## config.mk

```make
export PLATFORM = sky130hd
export DESIGN_NAME = iscs_common_cmds
export DESIGN_NICKNAME = d
export VERILOG_FILES = /design/src/iscs_pkg.sv /design/src/iscs_common_cmds.sv /design/src/iscs_dec_fmt.sv /design/src/iscs_idn_rom.sv
export SDC_FILE = /design/constraint.sdc
export NUM_CORES = 1
export LEC_CHECK = 0
export BUFFER_PORTS_ARGS = -buffer_cell sky130_fd_sc_hd__buf_2
export CORE_MARGIN = 2
export CORE_UTILIZATION = 45
export DETAILED_ROUTE_END_ITERATION = 12
export PLACE_DENSITY = 0.69
export SKIP_CTS_REPAIR_TIMING = 1
export SLEW_MARGIN = 0
export SYNTH_ARGS = -nofsm -noshare
export SYNTH_HDL_FRONTEND = slang
export SYNTH_SLANG_ARGS = --single-unit
```

## constraint.sdc

```tcl
create_clock -name clock -period 3.7 [get_ports clock]
set_input_delay 0.74 -clock clock [delete_from_list [all_inputs] [get_ports clock]]
set_output_delay 0.74 -clock clock [all_outputs]
set_load 0.1 [all_outputs]
```

## src/iscs_pkg.sv

```systemverilog
// Constants and types for the common status command interpreter
package iscs_pkg;

    // Argument range of the enable set commands
    localparam int ARG_MIN = 0;
    localparam int ARG_MAX = 255;

    // Event status bit positions
    localparam int EVT_OPC_POS  = 0;
    localparam int EVT_EXEC_POS = 4;

    // Status byte bit positions
    localparam int SUM_MAV_POS    = 4;
    localparam int SUM_ESB_POS    = 5;
    localparam int SUM_MSS_POS    = 6;
    localparam int SRQ_UNUSED_POS = 6;

    // Reset values and characters
    localparam logic [7:0] REG_RESET  = 8'h00;
    localparam logic [7:0] ASCII_ZERO = 8'h30;
    localparam logic [7:0] ASCII_ONE  = 8'h31;
    localparam logic [7:0] OPC_VALUE  = 8'h01;

    // Identification reply, value arbitrary
    localparam int IDN_LEN = 26;
    localparam int IDX_W   = 5;
    localparam logic [8*IDN_LEN-1:0] IDN_TEXT = "ACME,DMM0,1234567,1.0,D1.0";

    typedef enum logic [3:0] {
        cmd_clear_status   = 4'h0,
        cmd_evt_mask_set   = 4'h1,
        cmd_evt_mask_query = 4'h2,
        cmd_evt_query      = 4'h3,
        cmd_idn_query      = 4'h4,
        cmd_opc_set        = 4'h5,
        cmd_opc_query      = 4'h6,
        cmd_reset          = 4'h7,
        cmd_srq_mask_set   = 4'h8,
        cmd_srq_mask_query = 4'h9,
        cmd_status_query   = 4'ha,
        cmd_trigger        = 4'hb,
        cmd_wait           = 4'hc
    } iscs_cmd_type;

    typedef enum logic [1:0] {
        st_idle   = 2'b00,
        st_conv   = 2'b01,
        st_digits = 2'b11,
        st_ident  = 2'b10
    } iscs_state_type;

    typedef struct packed {
        iscs_cmd_type       code;
        logic signed [15:0] arg;
        logic               first;
    } iscs_cmd_pkt_type;

    typedef struct packed {
        logic [7:0] char;
        logic       last;
    } iscs_reply_type;

    typedef struct packed {
        logic [2:0][3:0] dig;
        logic [1:0]      count;
    } iscs_digits_type;

endpackage

```

## src/iscs_common_cmds.sv

```systemverilog
// Common status command interpreter of the meter
`timescale 1ns/1ps
`default_nettype none
module iscs_common_cmds
    import iscs_pkg::*;
(
    // Clock and reset
    input  wire logic                     clock,
    input  wire logic                     rst_n,
    // Parsed command
    input  wire logic                     cmd_valid,
    output logic                          cmd_ready,
    input  wire iscs_pkg::iscs_cmd_pkt_type cmd,
    // Reply stream
    output iscs_pkg::iscs_reply_type      reply,
    output logic                          reply_valid,
    input  wire logic                     reply_ready,
    // Instrument status
    input  wire logic [7:0]               event_set,
    input  wire logic [7:0]               status_in,
    input  wire logic                     queue_pending,
    // Actions and status
    output logic                          trigger_pulse,
    output logic                          reset_pulse,
    output logic                          queue_flush,
    output logic                          service_request,
    output logic [7:0]                    summary_status_byte,
    output logic [7:0]                    standard_event_flags,
    output logic [7:0]                    event_enable_mask,
    output logic [7:0]                    service_request_mask
);
    function automatic logic arg_ok(input logic signed [15:0] a);
        return (int'(a) >= ARG_MIN) && (int'(a) <= ARG_MAX);
    endfunction

    function automatic logic is_num_query(input iscs_cmd_type c);
        return (c == cmd_evt_mask_query) || (c == cmd_evt_query)
            || (c == cmd_srq_mask_query) || (c == cmd_status_query)
            || (c == cmd_opc_query);
    endfunction

    iscs_state_type   state;
    logic fire;
    assign fire      = cmd_valid && cmd_ready;
    assign cmd_ready = (state == st_idle);

    // Status register group
    logic [7:0] next_evt_mask;
    logic [7:0] next_evt;
    logic [7:0] next_srq_mask;
    logic [7:0] next_status;
    logic       next_trig;
    logic       next_rst;
    logic       next_flush;
    logic       exec_err;
    logic       opc_evt;

    always_comb begin
        next_evt_mask = event_enable_mask;
        next_evt      = standard_event_flags;
        next_srq_mask = service_request_mask;
        exec_err      = 1'b0;
        opc_evt       = 1'b0;
        next_trig     = 1'b0;
        next_rst      = 1'b0;
        next_flush    = 1'b0;
        if (fire) begin
            case (cmd.code)
                cmd_clear_status: begin
                    next_evt   = REG_RESET;
                    next_flush = cmd.first;
                end
                cmd_evt_mask_set: begin
                    if (arg_ok(cmd.arg)) begin
                        next_evt_mask = cmd.arg[7:0];
                    end else begin
                        exec_err = 1'b1;
                    end
                end
                cmd_evt_query: begin
                    next_evt = REG_RESET;
                end
                cmd_opc_set: begin
                    opc_evt = 1'b1;
                end
                cmd_reset: begin
                    next_rst = 1'b1;
                end
                cmd_srq_mask_set: begin
                    if (arg_ok(cmd.arg)) begin
                        next_srq_mask = cmd.arg[7:0];
                        next_srq_mask[SRQ_UNUSED_POS] = 1'b0;
                    end else begin
                        exec_err = 1'b1;
                    end
                end
                cmd_trigger: begin
                    next_trig = 1'b1;
                end
                cmd_wait: begin
                    next_trig = 1'b0;
                end
                default: begin
                    next_trig = 1'b0;
                end
            endcase
        end
        next_evt = next_evt | event_set;
        if (exec_err) begin
            next_evt[EVT_EXEC_POS] = 1'b1;
        end
        if (opc_evt) begin
            next_evt[EVT_OPC_POS] = 1'b1;
        end
        next_status = status_in;
        next_status[SUM_MAV_POS] = queue_pending || reply_valid || (state != st_idle);
        next_status[SUM_ESB_POS] = |(standard_event_flags & event_enable_mask);
        next_status[SUM_MSS_POS] = 1'b0;
        next_status[SUM_MSS_POS] = |(next_status & service_request_mask);
    end

    always_ff @(posedge clock or negedge rst_n) begin
        if (!rst_n) begin
            event_enable_mask    <= REG_RESET;
            standard_event_flags <= REG_RESET;
            service_request_mask <= REG_RESET;
            summary_status_byte  <= REG_RESET;
            service_request      <= 1'b0;
            trigger_pulse        <= 1'b0;
            reset_pulse          <= 1'b0;
            queue_flush          <= 1'b0;
        end else begin
            event_enable_mask    <= next_evt_mask;
            standard_event_flags <= next_evt;
            service_request_mask <= next_srq_mask;
            summary_status_byte  <= next_status;
            service_request      <= next_status[SUM_MSS_POS];
            trigger_pulse        <= next_trig;
            reset_pulse          <= next_rst;
            queue_flush          <= next_flush;
        end
    end

    // Reply sequencer group
    iscs_state_type   next_state;
    iscs_reply_type   next_reply;
    logic             next_rvalid;
    logic [2:0][3:0]  dig;
    logic [2:0][3:0]  next_dig;
    logic [1:0]       cnt;
    logic [1:0]       next_cnt;
    logic [IDX_W-1:0] idx;
    logic [IDX_W-1:0] next_idx;
    logic             rom_ok;
    logic             next_rom_ok;
    logic             dec_start;
    logic [7:0]       dec_value;
    logic             dec_done;
    logic [7:0]       rom_q;
    iscs_digits_type  dec_digits;

    always_comb begin
        dec_start = fire && is_num_query(cmd.code);
        case (cmd.code)
            cmd_evt_mask_query: dec_value = event_enable_mask;
            cmd_evt_query:      dec_value = standard_event_flags;
            cmd_srq_mask_query: dec_value = service_request_mask;
            cmd_status_query:   dec_value = summary_status_byte;
            cmd_opc_query:      dec_value = OPC_VALUE;
            default:            dec_value = REG_RESET;
        endcase
    end

    always_comb begin
        next_state  = state;
        next_reply  = reply;
        next_rvalid = reply_valid;
        next_dig    = dig;
        next_cnt    = cnt;
        next_idx    = idx;
        next_rom_ok = 1'b1;
        case (state)
            st_idle: begin
                if (dec_start) begin
                    next_state = st_conv;
                end else if (fire && (cmd.code == cmd_idn_query)) begin
                    next_state  = st_ident;
                    next_idx    = '0;
                    next_rom_ok = 1'b0;
                end
            end
            st_conv: begin
                if (dec_done) begin
                    next_dig   = dec_digits.dig;
                    next_cnt   = dec_digits.count;
                    next_state = st_digits;
                end
            end
            st_digits: begin
                if (!reply_valid || reply_ready) begin
                    if (cnt != 2'd0) begin
                        next_reply.char = ASCII_ZERO + {4'h0, dig[cnt - 2'd1]};
                        next_reply.last = (cnt == 2'd1);
                        next_rvalid     = 1'b1;
                        next_cnt        = cnt - 2'd1;
                    end else begin
                        next_rvalid = 1'b0;
                        next_state  = st_idle;
                    end
                end
            end
            st_ident: begin
                if (!reply_valid || reply_ready) begin
                    next_rvalid = 1'b0;
                    if (idx == IDX_W'(IDN_LEN)) begin
                        next_state = st_idle;
                    end else if (rom_ok) begin
                        next_reply.char = rom_q;
                        next_reply.last = (idx == IDX_W'(IDN_LEN - 1));
                        next_rvalid     = 1'b1;
                        next_idx        = idx + 1'b1;
                        next_rom_ok     = 1'b0;
                    end
                end
            end
            default: begin
                next_state = st_idle;
            end
        endcase
    end

    always_ff @(posedge clock or negedge rst_n) begin
        if (!rst_n) begin
            state       <= st_idle;
            reply       <= '0;
            reply_valid <= 1'b0;
            dig         <= '0;
            cnt         <= 2'd0;
            idx         <= '0;
            rom_ok      <= 1'b0;
        end else begin
            state       <= next_state;
            reply       <= next_reply;
            reply_valid <= next_rvalid;
            dig         <= next_dig;
            cnt         <= next_cnt;
            idx         <= next_idx;
            rom_ok      <= next_rom_ok;
        end
    end

    iscs_dec_fmt u_dec (
        .clock  (clock),
        .rst_n  (rst_n),
        .start  (dec_start),
        .value  (dec_value),
        .digits (dec_digits),
        .done   (dec_done)
    );

    iscs_idn_rom u_rom (
        .clock (clock),
        .rst_n (rst_n),
        .addr  (idx),
        .q     (rom_q)
    );
endmodule
`default_nettype wire

```

## src/iscs_dec_fmt.sv

```systemverilog
// Byte to decimal digit converter with registered result
`timescale 1ns/1ps
`default_nettype none
module iscs_dec_fmt
    import iscs_pkg::*;
(
    // Clock and reset
    input  wire logic            clock,
    input  wire logic            rst_n,
    // Request
    input  wire logic            start,
    input  wire logic [7:0]      value,
    // Result
    output iscs_pkg::iscs_digits_type digits,
    output logic                 done
);
    iscs_digits_type next_digits;

    always_comb begin
        next_digits.dig[2] = 4'(value / 8'd100);
        next_digits.dig[1] = 4'((value / 8'd10) % 8'd10);
        next_digits.dig[0] = 4'(value % 8'd10);
        if (value >= 8'd100) begin
            next_digits.count = 2'd3;
        end else if (value >= 8'd10) begin
            next_digits.count = 2'd2;
        end else begin
            next_digits.count = 2'd1;
        end
    end

    always_ff @(posedge clock or negedge rst_n) begin
        if (!rst_n) begin
            digits <= '0;
            done   <= 1'b0;
        end else begin
            if (start) begin
                digits <= next_digits;
            end
            done <= start;
        end
    end
endmodule
`default_nettype wire

```

## src/iscs_idn_rom.sv

```systemverilog
// Identification text store with registered read data
`timescale 1ns/1ps
`default_nettype none
module iscs_idn_rom
    import iscs_pkg::*;
#(
    parameter int                    LEN  = IDN_LEN,
    parameter logic [8*LEN-1:0]      TEXT = IDN_TEXT
) (
    // Clock and reset
    input  wire logic             clock,
    input  wire logic             rst_n,
    // Read port
    input  wire logic [IDX_W-1:0] addr,
    output logic [7:0]            q
);
    logic [7:0] next_q;

    always_comb begin
        next_q = 8'h00;
        if (int'(addr) < LEN) begin
            next_q = TEXT[8*(LEN-1-int'(addr)) +: 8];
        end
    end

    always_ff @(posedge clock or negedge rst_n) begin
        if (!rst_n) begin
            q <= 8'h00;
        end else begin
            q <= next_q;
        end
    end
endmodule
`default_nettype wire

```

==> flow_summary.ini, run 1 <==
[run_status]
status = finished with violations
violations = negative setup slack

[yosys]
synthMostInstantiatedCell = dfrtp_1
yosysWarnings = 0
syn_inst = 549
synth_top_flop_cell = dfrtp_1
ys_types = 90
synth_top_area_share_pct = 39.7
synth_area_um2 = 5240
synth_edf_count = 0
async_reset_ff_share_pct = 100
syn_area_per_cell_um2 = 9.54
synth_area_leaders = dfrtp_1 (40%), mux2_2 (6.0%), ha_1 (3.8%)
synth.top_cells.by_count = dfrtp_1 (83), nand2_1 (49), nor2_1 (49)
yosysSeqAreaShare_pct = 39.7
ys_ff_latch = 83
synth_top_area_cell = dfrtp_1

[critical_path]
required_ns = 3.91
cp.arrival_ns = 3.92
setup.worst_path.start_class = primary input
worstSetupPathType = in -> reg
r2r_slack_ns = 0.18
cp_slowest_stage_delay_ns = 0.37
crit_chain = buf_8 -> buf_6 -> nor3b_4 -> a32oi_4 -> a21oi_4 -> ha_4 -> a211oi_2 -> a221oi_1 -> a31oi_2 -> o2111a_1 -> nor2_4 -> a2111oi_4 -> o22ai_2 -> ha_4 -> nor2_4 -> a22oi_1 -> o31ai_1
critPathCaptureType = flip-flop
crit_slowest_cell = a2111oi_4
crit_fanout = 5

[routing]
drtPass1Iterations = 5
first_iter_violations = 318
wl_per_cell_um = 16.6
drtAntennaViolNets = 0
drc_errors = 0
post_drt_via_cell_ratio = 5.70
via_count = 4789
finalWirelength_um = 13900

[sta]
setup_viol = 1
relSlewSlack_pct = 41.2
drv_slew = 0
final_hold_viol_count = 0
fin_crit_ns = 3.71
setup_slack_ns = -0.0104
rsz0062_at_grt = true
worst_pin_slew_ns = 0.876
clock_skew_ns = 0.00879
timing.hold.ws_ns = 0.388
period_share_pct = 100
fmax_ghz = 0.270

[global_route]
grt_util_all_layers_pct = 22.5
grt_pass1_wl_um = 23000
antenna_found_initial = 0
grt_max_degree = 47
first_global_vias = 4787
grt-ovfl-total = 0

[clock_network]
cts_buffers = 9
clk_latency_ns = 0.34
clk_path_buf_depth = 2
htreeDepth = 3
clock-sinks = 83
clk_pin_slew_worst_paths_ns = 0.06
clockRootBuffer = clkbuf_16
cts_tree = built

[power_and_ir_drop]
p_leak_uw = 0.00312
ir_worst_vdd_v = 0.000497
power.density_nw_per_um2 = 474

[place]
hpwl_um = 10500
placed_cells = 815
pre_cts_ws_ns = -0.446
port_buffers = 83
gp_congestion = 0.918

[layout]
drive_gt1_share_pct = 38.0
fin_cells = 840
final_util_pct = 59.6
syn_to_final_growth_pct = 29.5
fin_nets = 750
num_antenna_cells = 0

[worst_hold_path]
min_path_type = in -> async

[die]
dieArea_um2 = 12500
die_h_um = 112
die_width_um = 112
io_pins = 89
start_util_pct = 46.1
core_area_um2 = 11400
rows = 39

[flow_run]
drv_cap = 0
-- cell type report --
type	count	area, um^2
clock buffer	11	243
clock inverter	5	85.1
fill	963	4590
inverter	20	77.6
multi-input combinational	412	3060
sequential	83	2080
tap	143	179
timing repair buffer	166	1050
-- cell usage in the layout, fill, tap and decap left out, drive strengths merged, types with 3 or more instances in the layout --
master,instances
buf,166
dfrtp,83
nor2,53
nand2,50
a21oi,40
o21ai,31
mux2,30
inv,20
ha,16
nor3,14
nand3,13
clkbuf,11
a21o,10
mux2i,10
a22oi,10
o211ai,8
nand4b,7
nand4,7
xnor2,7
a211oi,7
nand2b,6
o31ai,6
nor2b,6
o22ai,6
xor2,5
or3,4
nor4,4
a221o,4
and2,3
o2bb2ai,3
nand3b,3
nor3b,3
o211a,3
a311oi,3
a31oi,3
-- through the flow --
step	total power (uW)	setup TNS [ns]	instance area [um^2]
after floorplan	1930	-1.45	5310
after global placement	2160	-1.49	6250
after detailed placement	2190	-2.10	6250
after CTS	3180	-0.270	6570
after global routing	3360	-0.410	6780
final	3210	-0.0104	6780
-- worst paths after layout --
kind / depth (start not counted) / end / start
worst max register to register: 14 / u_dec.digits[8] / event_enable_mask[6]
max in group asynchronous: 2 / dig[1] / rst_n
worst min register to register: 2 / u_dec.digits[10] / u_dec.digits[10]
worst max-delay path: 17 / u_dec.digits[8] / cmd[20]
min in group clock: 2 / u_dec.digits[10] / u_dec.digits[10]
worst min-delay path: 1 / reply[6] / rst_n
-- worst max-delay path: cells and delay by family --
kind	cells	cell delay [ns]
AO/OA/AOI/OAI	10	2.03
adder cells (fa/ha/maj)	2	0.56
AND/OR/NAND/NOR	3	0.35
buffers and inverters	2	0.23
-- state kept, by name, indices dropped and copies added (netlist names), 2 cells and up --
register / flops
cnt: 2
dig: 10
event_enable_mask: 8
idx: 5
reply: 8
service_request_mask: 7
standard_event_flags: 8
state: 2
summary_status_byte: 8
u_dec.digits: 12
u_rom.q: 7
-- where the power goes --
part,internal [uW],total [uW],switching (uW)
clock network,614,985,372
logic,362,1080,722
registers,1030,1140,110
-- metal layers --
| metal | track usage (%) | up-vias | share of wire, % |
|---|---|---|---|
| li1 | - | 2292 | - |
| met1 | 28.9 | 2319 | 43 |
| met2 | 37.9 | 156 | 49 |
| met3 | 5.01 | 22 | 5.9 |
| met4 | 7.00 | 0 | 1.7 |
| met5 | 0 | - | 0 |
-- logic make-up after synthesis --
family / count (synthesis) / share of synthesized area (%)
other cells: 1 / 0.0716
xor+xnor: 12 / 2.01
buf+inv: 55 / 5.26
simple gates: 181 / 17.7
compound gates: 161 / 23.1
mux: 40 / 8.43
flops: 83 / 39.7
fa+ha+maj: 16 / 3.82
No activity file was read; power rests on OpenSTA's default activity.
==> inputs of run 2 (changes only) <==
--- a/config.mk
+++ b/config.mk
@@ -8,10 +8,12 @@
 export BUFFER_PORTS_ARGS = -buffer_cell sky130_fd_sc_hd__buf_2
 export CORE_MARGIN = 2
 export CORE_UTILIZATION = 45
+export CTS_BUF_LIST = sky130_fd_sc_hd__clkbuf_16
 export DETAILED_ROUTE_END_ITERATION = 12
-export PLACE_DENSITY = 0.69
+export PLACE_DENSITY = 0.68
 export SKIP_CTS_REPAIR_TIMING = 1
 export SLEW_MARGIN = 0
 export SYNTH_ARGS = -nofsm -noshare
 export SYNTH_HDL_FRONTEND = slang
+export SYNTH_HIERARCHICAL = 1
 export SYNTH_SLANG_ARGS = --single-unit
==> run 2 against run 1 <==
  * The flow now finishes without violations
  * Highest routed layer unchanged
  * Sequential share of layout area up 1.3 points
  * Largest cell class unchanged
  * Combinational power rose by 95%
  * Core utilization fell by 3.1 points
==> flow_summary.ini, run 2 <==
[run_status]
status = finished, final reports clean

[yosys]
async_reset_ff_share_pct = 100
synth_edf_count = 0
synth.top_cells.by_count = dfrtp_1 (86), nor2_1 (45), mux2_2 (41)
synth_top_area_cell = dfrtp_1
yosysSeqAreaShare_pct = 39.4
ys_ff_latch = 86
synth_top_area_share_pct = 39.4
syn_area_per_cell_um2 = 9.68
ys_types = 83
yosysWarnings = 6
syn_inst = 564
synth_area_um2 = 5460
synthMostInstantiatedCell = dfrtp_1
synth_area_leaders = dfrtp_1 (39%), mux2_2 (8.5%), nor2_1 (3.1%)
synth_top_flop_cell = dfrtp_1

[critical_path]
cp.arrival_ns = 3.78
reg2reg_depth = 20
crit_path_frequent_cell = buf_4
worstSetupPathType = in -> reg
critPathCaptureType = flip-flop
reg2reg_to = u_dec/digits[9]
worstReg2RegStart = summary_status_byte[6]
setup.worst_path.start_class = primary input
cp_slowest_stage_delay_ns = 0.52
worst-path-buf-inv = 5
required_ns = 3.92
critPathTopFamily = compound AO/OA/AOI/OAI gates
crit_slowest_cell = or4b_1
r2r_slack_ns = 0.45
crit_chain = clkbuf_4 -> inv_2 -> nor2_4 -> a22oi_1 -> o22ai_2 -> buf_4 -> nand2_2 -> a21boi_1 -> o221ai_2 -> buf_4 -> inv_1 -> ha_1 -> or4b_1 -> a32o_2 -> mux2i_1 -> mux2_2
crit_fanout = 6

[layout]
syn_to_final_growth_pct = 23.3
final_util_pct = 56.5
fin_nets = 737
nFillCells = 1078
drive_gt1_share_pct = 36.8
reg_top3 = dig x12, u_dec/digits x12, reply x9
multi_input_area_um2 = 3100
num_antenna_cells = 0
ff_latch_area_um2 = 2150
layout_commonest_cell = dfrtp_1
final_cell_mix = dfrtp_1 (86), buf_2 (82), buf_4 (65)

[die]
die_width_um = 114
dieArea_um2 = 13000
rows = 40
core_area_um2 = 11900
start_util_pct = 45.8
die_h_um = 114
io_pins = 89

[place]
hpwl_um = 10700
port_buffers = 84
gp_congestion = 0.958

[sta]
clock_skew_ns = 0.00662
relSlewSlack_pct = 37.1
final_hold_viol_count = 0
fmax_ghz = 0.281
setup_viol = 0
worst_pin_slew_ns = 0.943
drv_slew = 0
fin_crit_ns = 3.55
period_share_pct = 96.1
tns_ns = 0

[worst_hold_path]
min_to = reply[7]
min_from = u_rom/q[6]
min_path_type = reg -> reg
hold_path_depth = 2

[global_route]
first_global_vias = 4596
grt.busiest_layer = met2
met3_usage_pct = 4.45
grt_max_degree = 76
grt-ovfl-total = 0
antenna_found_initial = 0
grt_pass1_wl_um = 23200
grt_use_met1_pct = 31.8
grt_util_all_layers_pct = 22.5
grt_util_met2_pct = 35.6

[routing]
first_iter_violations = 385
wl_per_cell_um = 17.0
drtAntennaViolNets = 0
via_count = 4792
drtPass1Iterations = 6
post_drt_via_cell_ratio = 5.73
drc_errors = 0
finalWirelength_um = 14200

[clock_network]
htreeDepth = 3
clk_pin_slew_worst_paths_ns = 0.06
clockRootBuffer = clkbuf_16
clk_latency_ns = 0.34
clk_path_buf_depth = 2
cts_buffers = 9
clock-sinks = 86
cts_tree = built

[power_and_ir_drop]
p_leak_uw = 0.00300
p_clk_share_pct = 19.5
finalPower_uw = 4510
power.switching_uw = 2010
ir_worst_vdd_v = 0.000634
power.density_nw_per_um2 = 670
p_int_uw = 2500
p_comb_share_pct = 46.7
swShare_pct = 44.6
sequentialPowerShare_pct = 33.8

[flow_run]
drv_cap = 0
## run 2: cell types whose count changed in the layout (fill, tap and decap cells not counted), sizes merged, moves of 9 or more
cell	previous run	this run
nand2	50	35
a21oi	40	26
buf	166	149
mux2	30	41
a31oi	3	12
nand2b	6	19
## run 2: tightest hold or removal path: stages (launching register included)
cell and delay [ns]:
dfrtp_1 0.32, nand2_1 0.04, o21ai_0 0.07
## run 2: per-stage QoR
stage	setup WS (ns)	instances	cell area, um^2	hold slack [ns]
floorplan	0.0190	565	5540	0.426
global placement	-0.126	817	6350	0.443
detailed placement	-0.248	817	6350	0.445
CTS	0.0816	832	6640	0.460
global route	-0.00836	837	6730	0.477
finish	0.146	837	6730	0.467
## run 2: how the worst max path moves through the flow
stage | endpoint | start | depth (start not counted) | slack (ns)
after detailed placement | u_dec/digits[9] | cmd[20] | 21 | -0.25
after floorplan | u_dec/digits[8] | cmd[20] | 15 | 0.02
final | u_dec/digits[8] | cmd[20] | 16 | 0.15
after CTS | u_dec/digits[9] | cmd[20] | 21 | 0.08
after global routing | u_dec/digits[9] | cmd[20] | 19 | -0.008
after global placement | u_dec/digits[9] | cmd[20] | 21 | -0.13
## run 2: power groups by stage
stage / combinational (uW) / sequential [uW] / clock (uW)
2_1_floorplan: 1400 / 1820 / 0
3_3_place_gp: 2030 / 1530 / 0
6_report: 2110 / 1530 / 879
5_1_grt: 2290 / 1580 / 948
4_1_cts: 2100 / 1520 / 896
3_5_place_dp: 2090 / 1540 / 0
## run 2: metal layers
layer	share of wire (%)	wire, um
met2	47	6640
met3	4.6	648
met5	0	0
met4	1.9	269
met1	47	6640
## run 2: kinds of logic after synthesis
family / count (synthesis) / synth area share [%]
and+or+nand+nor: 186 / 18.9
AOI/OAI and AO/OA: 156 / 20.2
DFF: 86 / 39.4
buffers and inverters: 59 / 5.82
muxes: 53 / 10.7
xor gates and xnor gates: 11 / 2.52
adders and majority gates: 10 / 2.27
other: 3 / 0.206
## run 2: cell type report
cell class | count | area share [%]
sequential | 86 | 32.0
clock buffer | 9 | 3.35
multi-input combinational | 420 | 46.1
timing repair buffer | 150 | 13.9
inverter | 19 | 1.06
clock inverter | 6 | 0.911
tap | 147 | 2.73
==> inputs of run 3 (changes only) <==
--- a/config.mk
+++ b/config.mk
@@ -7,10 +7,9 @@
 export LEC_CHECK = 0
 export BUFFER_PORTS_ARGS = -buffer_cell sky130_fd_sc_hd__buf_2
 export CORE_MARGIN = 2
-export CORE_UTILIZATION = 45
+export CORE_UTILIZATION = 40
 export CTS_BUF_LIST = sky130_fd_sc_hd__clkbuf_16
 export DETAILED_ROUTE_END_ITERATION = 12
-export PLACE_DENSITY = 0.68
 export SKIP_CTS_REPAIR_TIMING = 1
 export SLEW_MARGIN = 0
 export SYNTH_ARGS = -nofsm -noshare
==> run 3 against run 2 <==
  * Final cell count rose by 3.0%
  * Register-to-register slack got worse by 0.03 ns
  * Design area barely moved
  * Power rose by 0.36%
  * Global-route usage fell by 2.5 points
  * Hold slack got worse by 0.0022 ns
  * Flip-flop and latch count did not move
  * Clock power rose by 2%
==> flow_summary.ini, run 3 (synthesis results as in run 2) <==
[routing]
drtAntennaViolNets = 0
first_iter_violations = 272
drc_errors = 0
via_count = 4744
drtPass1Iterations = 4
wl_per_cell_um = 16.2
post_drt_via_cell_ratio = 5.50
finalWirelength_um = 14000

[clock_network]
htreeDepth = 3
clk_pin_slew_worst_paths_ns = 0.06
clk_path_buf_depth = 2
clk_latency_ns = 0.34
cts_tree = built
clock-sinks = 86
cts_buffers = 9
clockRootBuffer = clkbuf_16

[sta]
worst_pin_slew_ns = 1.06
drv_slew = 0
fmax_ghz = 0.285
period_share_pct = 94.9
relSlewSlack_pct = 29.5
fin_crit_ns = 3.51
clock_skew_ns = 0.00868
tns_ns = 0
final_hold_viol_count = 0
setup_viol = 0

[global_route]
grt_max_degree = 87
grt_util_all_layers_pct = 20.0
antenna_found_initial = 0
grt_use_met1_pct = 28.4
grt_util_met2_pct = 31.8
first_global_vias = 4604
met3_usage_pct = 3.25
grt.busiest_layer = met2
grt-ovfl-total = 0
grt_pass1_wl_um = 23300

[critical_path]
setup.worst_path.start_class = primary input
critPathCaptureType = flip-flop
worstSetupPathType = in -> reg
crit_fanout = 6
cp.arrival_ns = 3.78
required_ns = 3.97

[die]
rows = 42
die_h_um = 121
io_pins = 89
core_area_um2 = 13300
start_util_pct = 41.1
dieArea_um2 = 14600
die_width_um = 121

[power_and_ir_drop]
p_leak_uw = 0.00297
power.density_nw_per_um2 = 672
ir_worst_vdd_v = 0.000709
finalPower_uw = 4530

[layout]
drive_gt1_share_pct = 36.3
ff_latch_area_um2 = 2150
fin_nets = 732
multi_input_area_um2 = 3110
stdcell_area_um2 = 6740
final_cell_mix = dfrtp_1 (86), buf_2 (82), buf_4 (62)
syn_to_final_growth_pct = 23.5
nFillCells = 1234
reg_top3 = dig x12, u_dec/digits x12, reply x9
layout_commonest_cell = dfrtp_1
num_antenna_cells = 0

[worst_hold_path]
min_path_type = reg -> reg

[flow_run]
drv_cap = 0

[place]
hpwl_um = 10500
post_dp_cell_area_um2 = 6360
port_buffers = 84
gp_congestion = 0.906

[run_status]
status = finished, final reports clean
==> run 3: final timing paths <==
path                                           start                       to  slack (ns)  cells after the start
worst max-delay path                         cmd[20]          u_dec/digits[9]        0.19                     20
worst min-delay path                      u_rom/q[6]                 reply[7]        0.46                      2
worst max register to register  event_enable_mask[6]          u_dec/digits[9]        0.42                     19
worst min register to register            u_rom/q[6]                 reply[7]        0.46                      2
max in group asynchronous                      rst_n                 reply[2]        2.43                      1
min in group asynchronous                      rst_n  standard_event_flags[3]        0.58                      1
==> run 3: per-layer routing <==
metal	routed length, um	up-vias	share of wire (%)
met4	117	0	0.84
met1	6650	2333	48
met3	492	7	3.5
met5	0	-	0
met2	6730	90	48
li1	-	2314	-
==> run 3: cell type report <==
class / count / share of cell area (%)
clock inverters: 7 / 1.10
multi-input cells: 420 / 46.2
well taps: 176 / 3.27
flip-flops and latches: 86 / 31.9
repair buffers: 145 / 13.1
inverters: 19 / 1.06
clock buffers: 9 / 3.34
==> run 3: through the flow <==
step | util (%) | worst slack [ns] | hold slack [ns] | cells
3_3_place_gp | 47.8 | -0.181 | 0.439 | 844
6_report | 50.7 | 0.189 | 0.465 | 862
5_1_grt | 50.7 | -0.0161 | 0.482 | 862
3_5_place_dp | 47.8 | -0.216 | 0.460 | 844
4_1_cts | 50.1 | 0.104 | 0.475 | 860
2_1_floorplan | - | 0.0190 | 0.426 | 565
==> run 3: power by group <==
group	switching [uW]	internal, uW	leakage [uW]
logic	1320	776	0.00176
clock network	375	524	0.000139
registers	325	1200	0.00107
==> run 3: worst max-delay path: stages <==
cell and delay [ns]:
clkbuf_4 0.16, inv_2 0.09, nor2_4 0.05, a22oi_1 0.23, o22ai_2 0.13, buf_4 0.17
or2_4 0.25, a21boi_1 0.18, o221ai_2 0.17, ha_2 0.22, inv_1 0.06, o21ai_1 0.08
a21oi_1 0.15, o221ai_1 0.14, a31oi_2 0.24, ha_2 0.25, nor2_1 0.07, a22oi_2 0.15
o2111ai_1 0.14, nand3_1 0.12
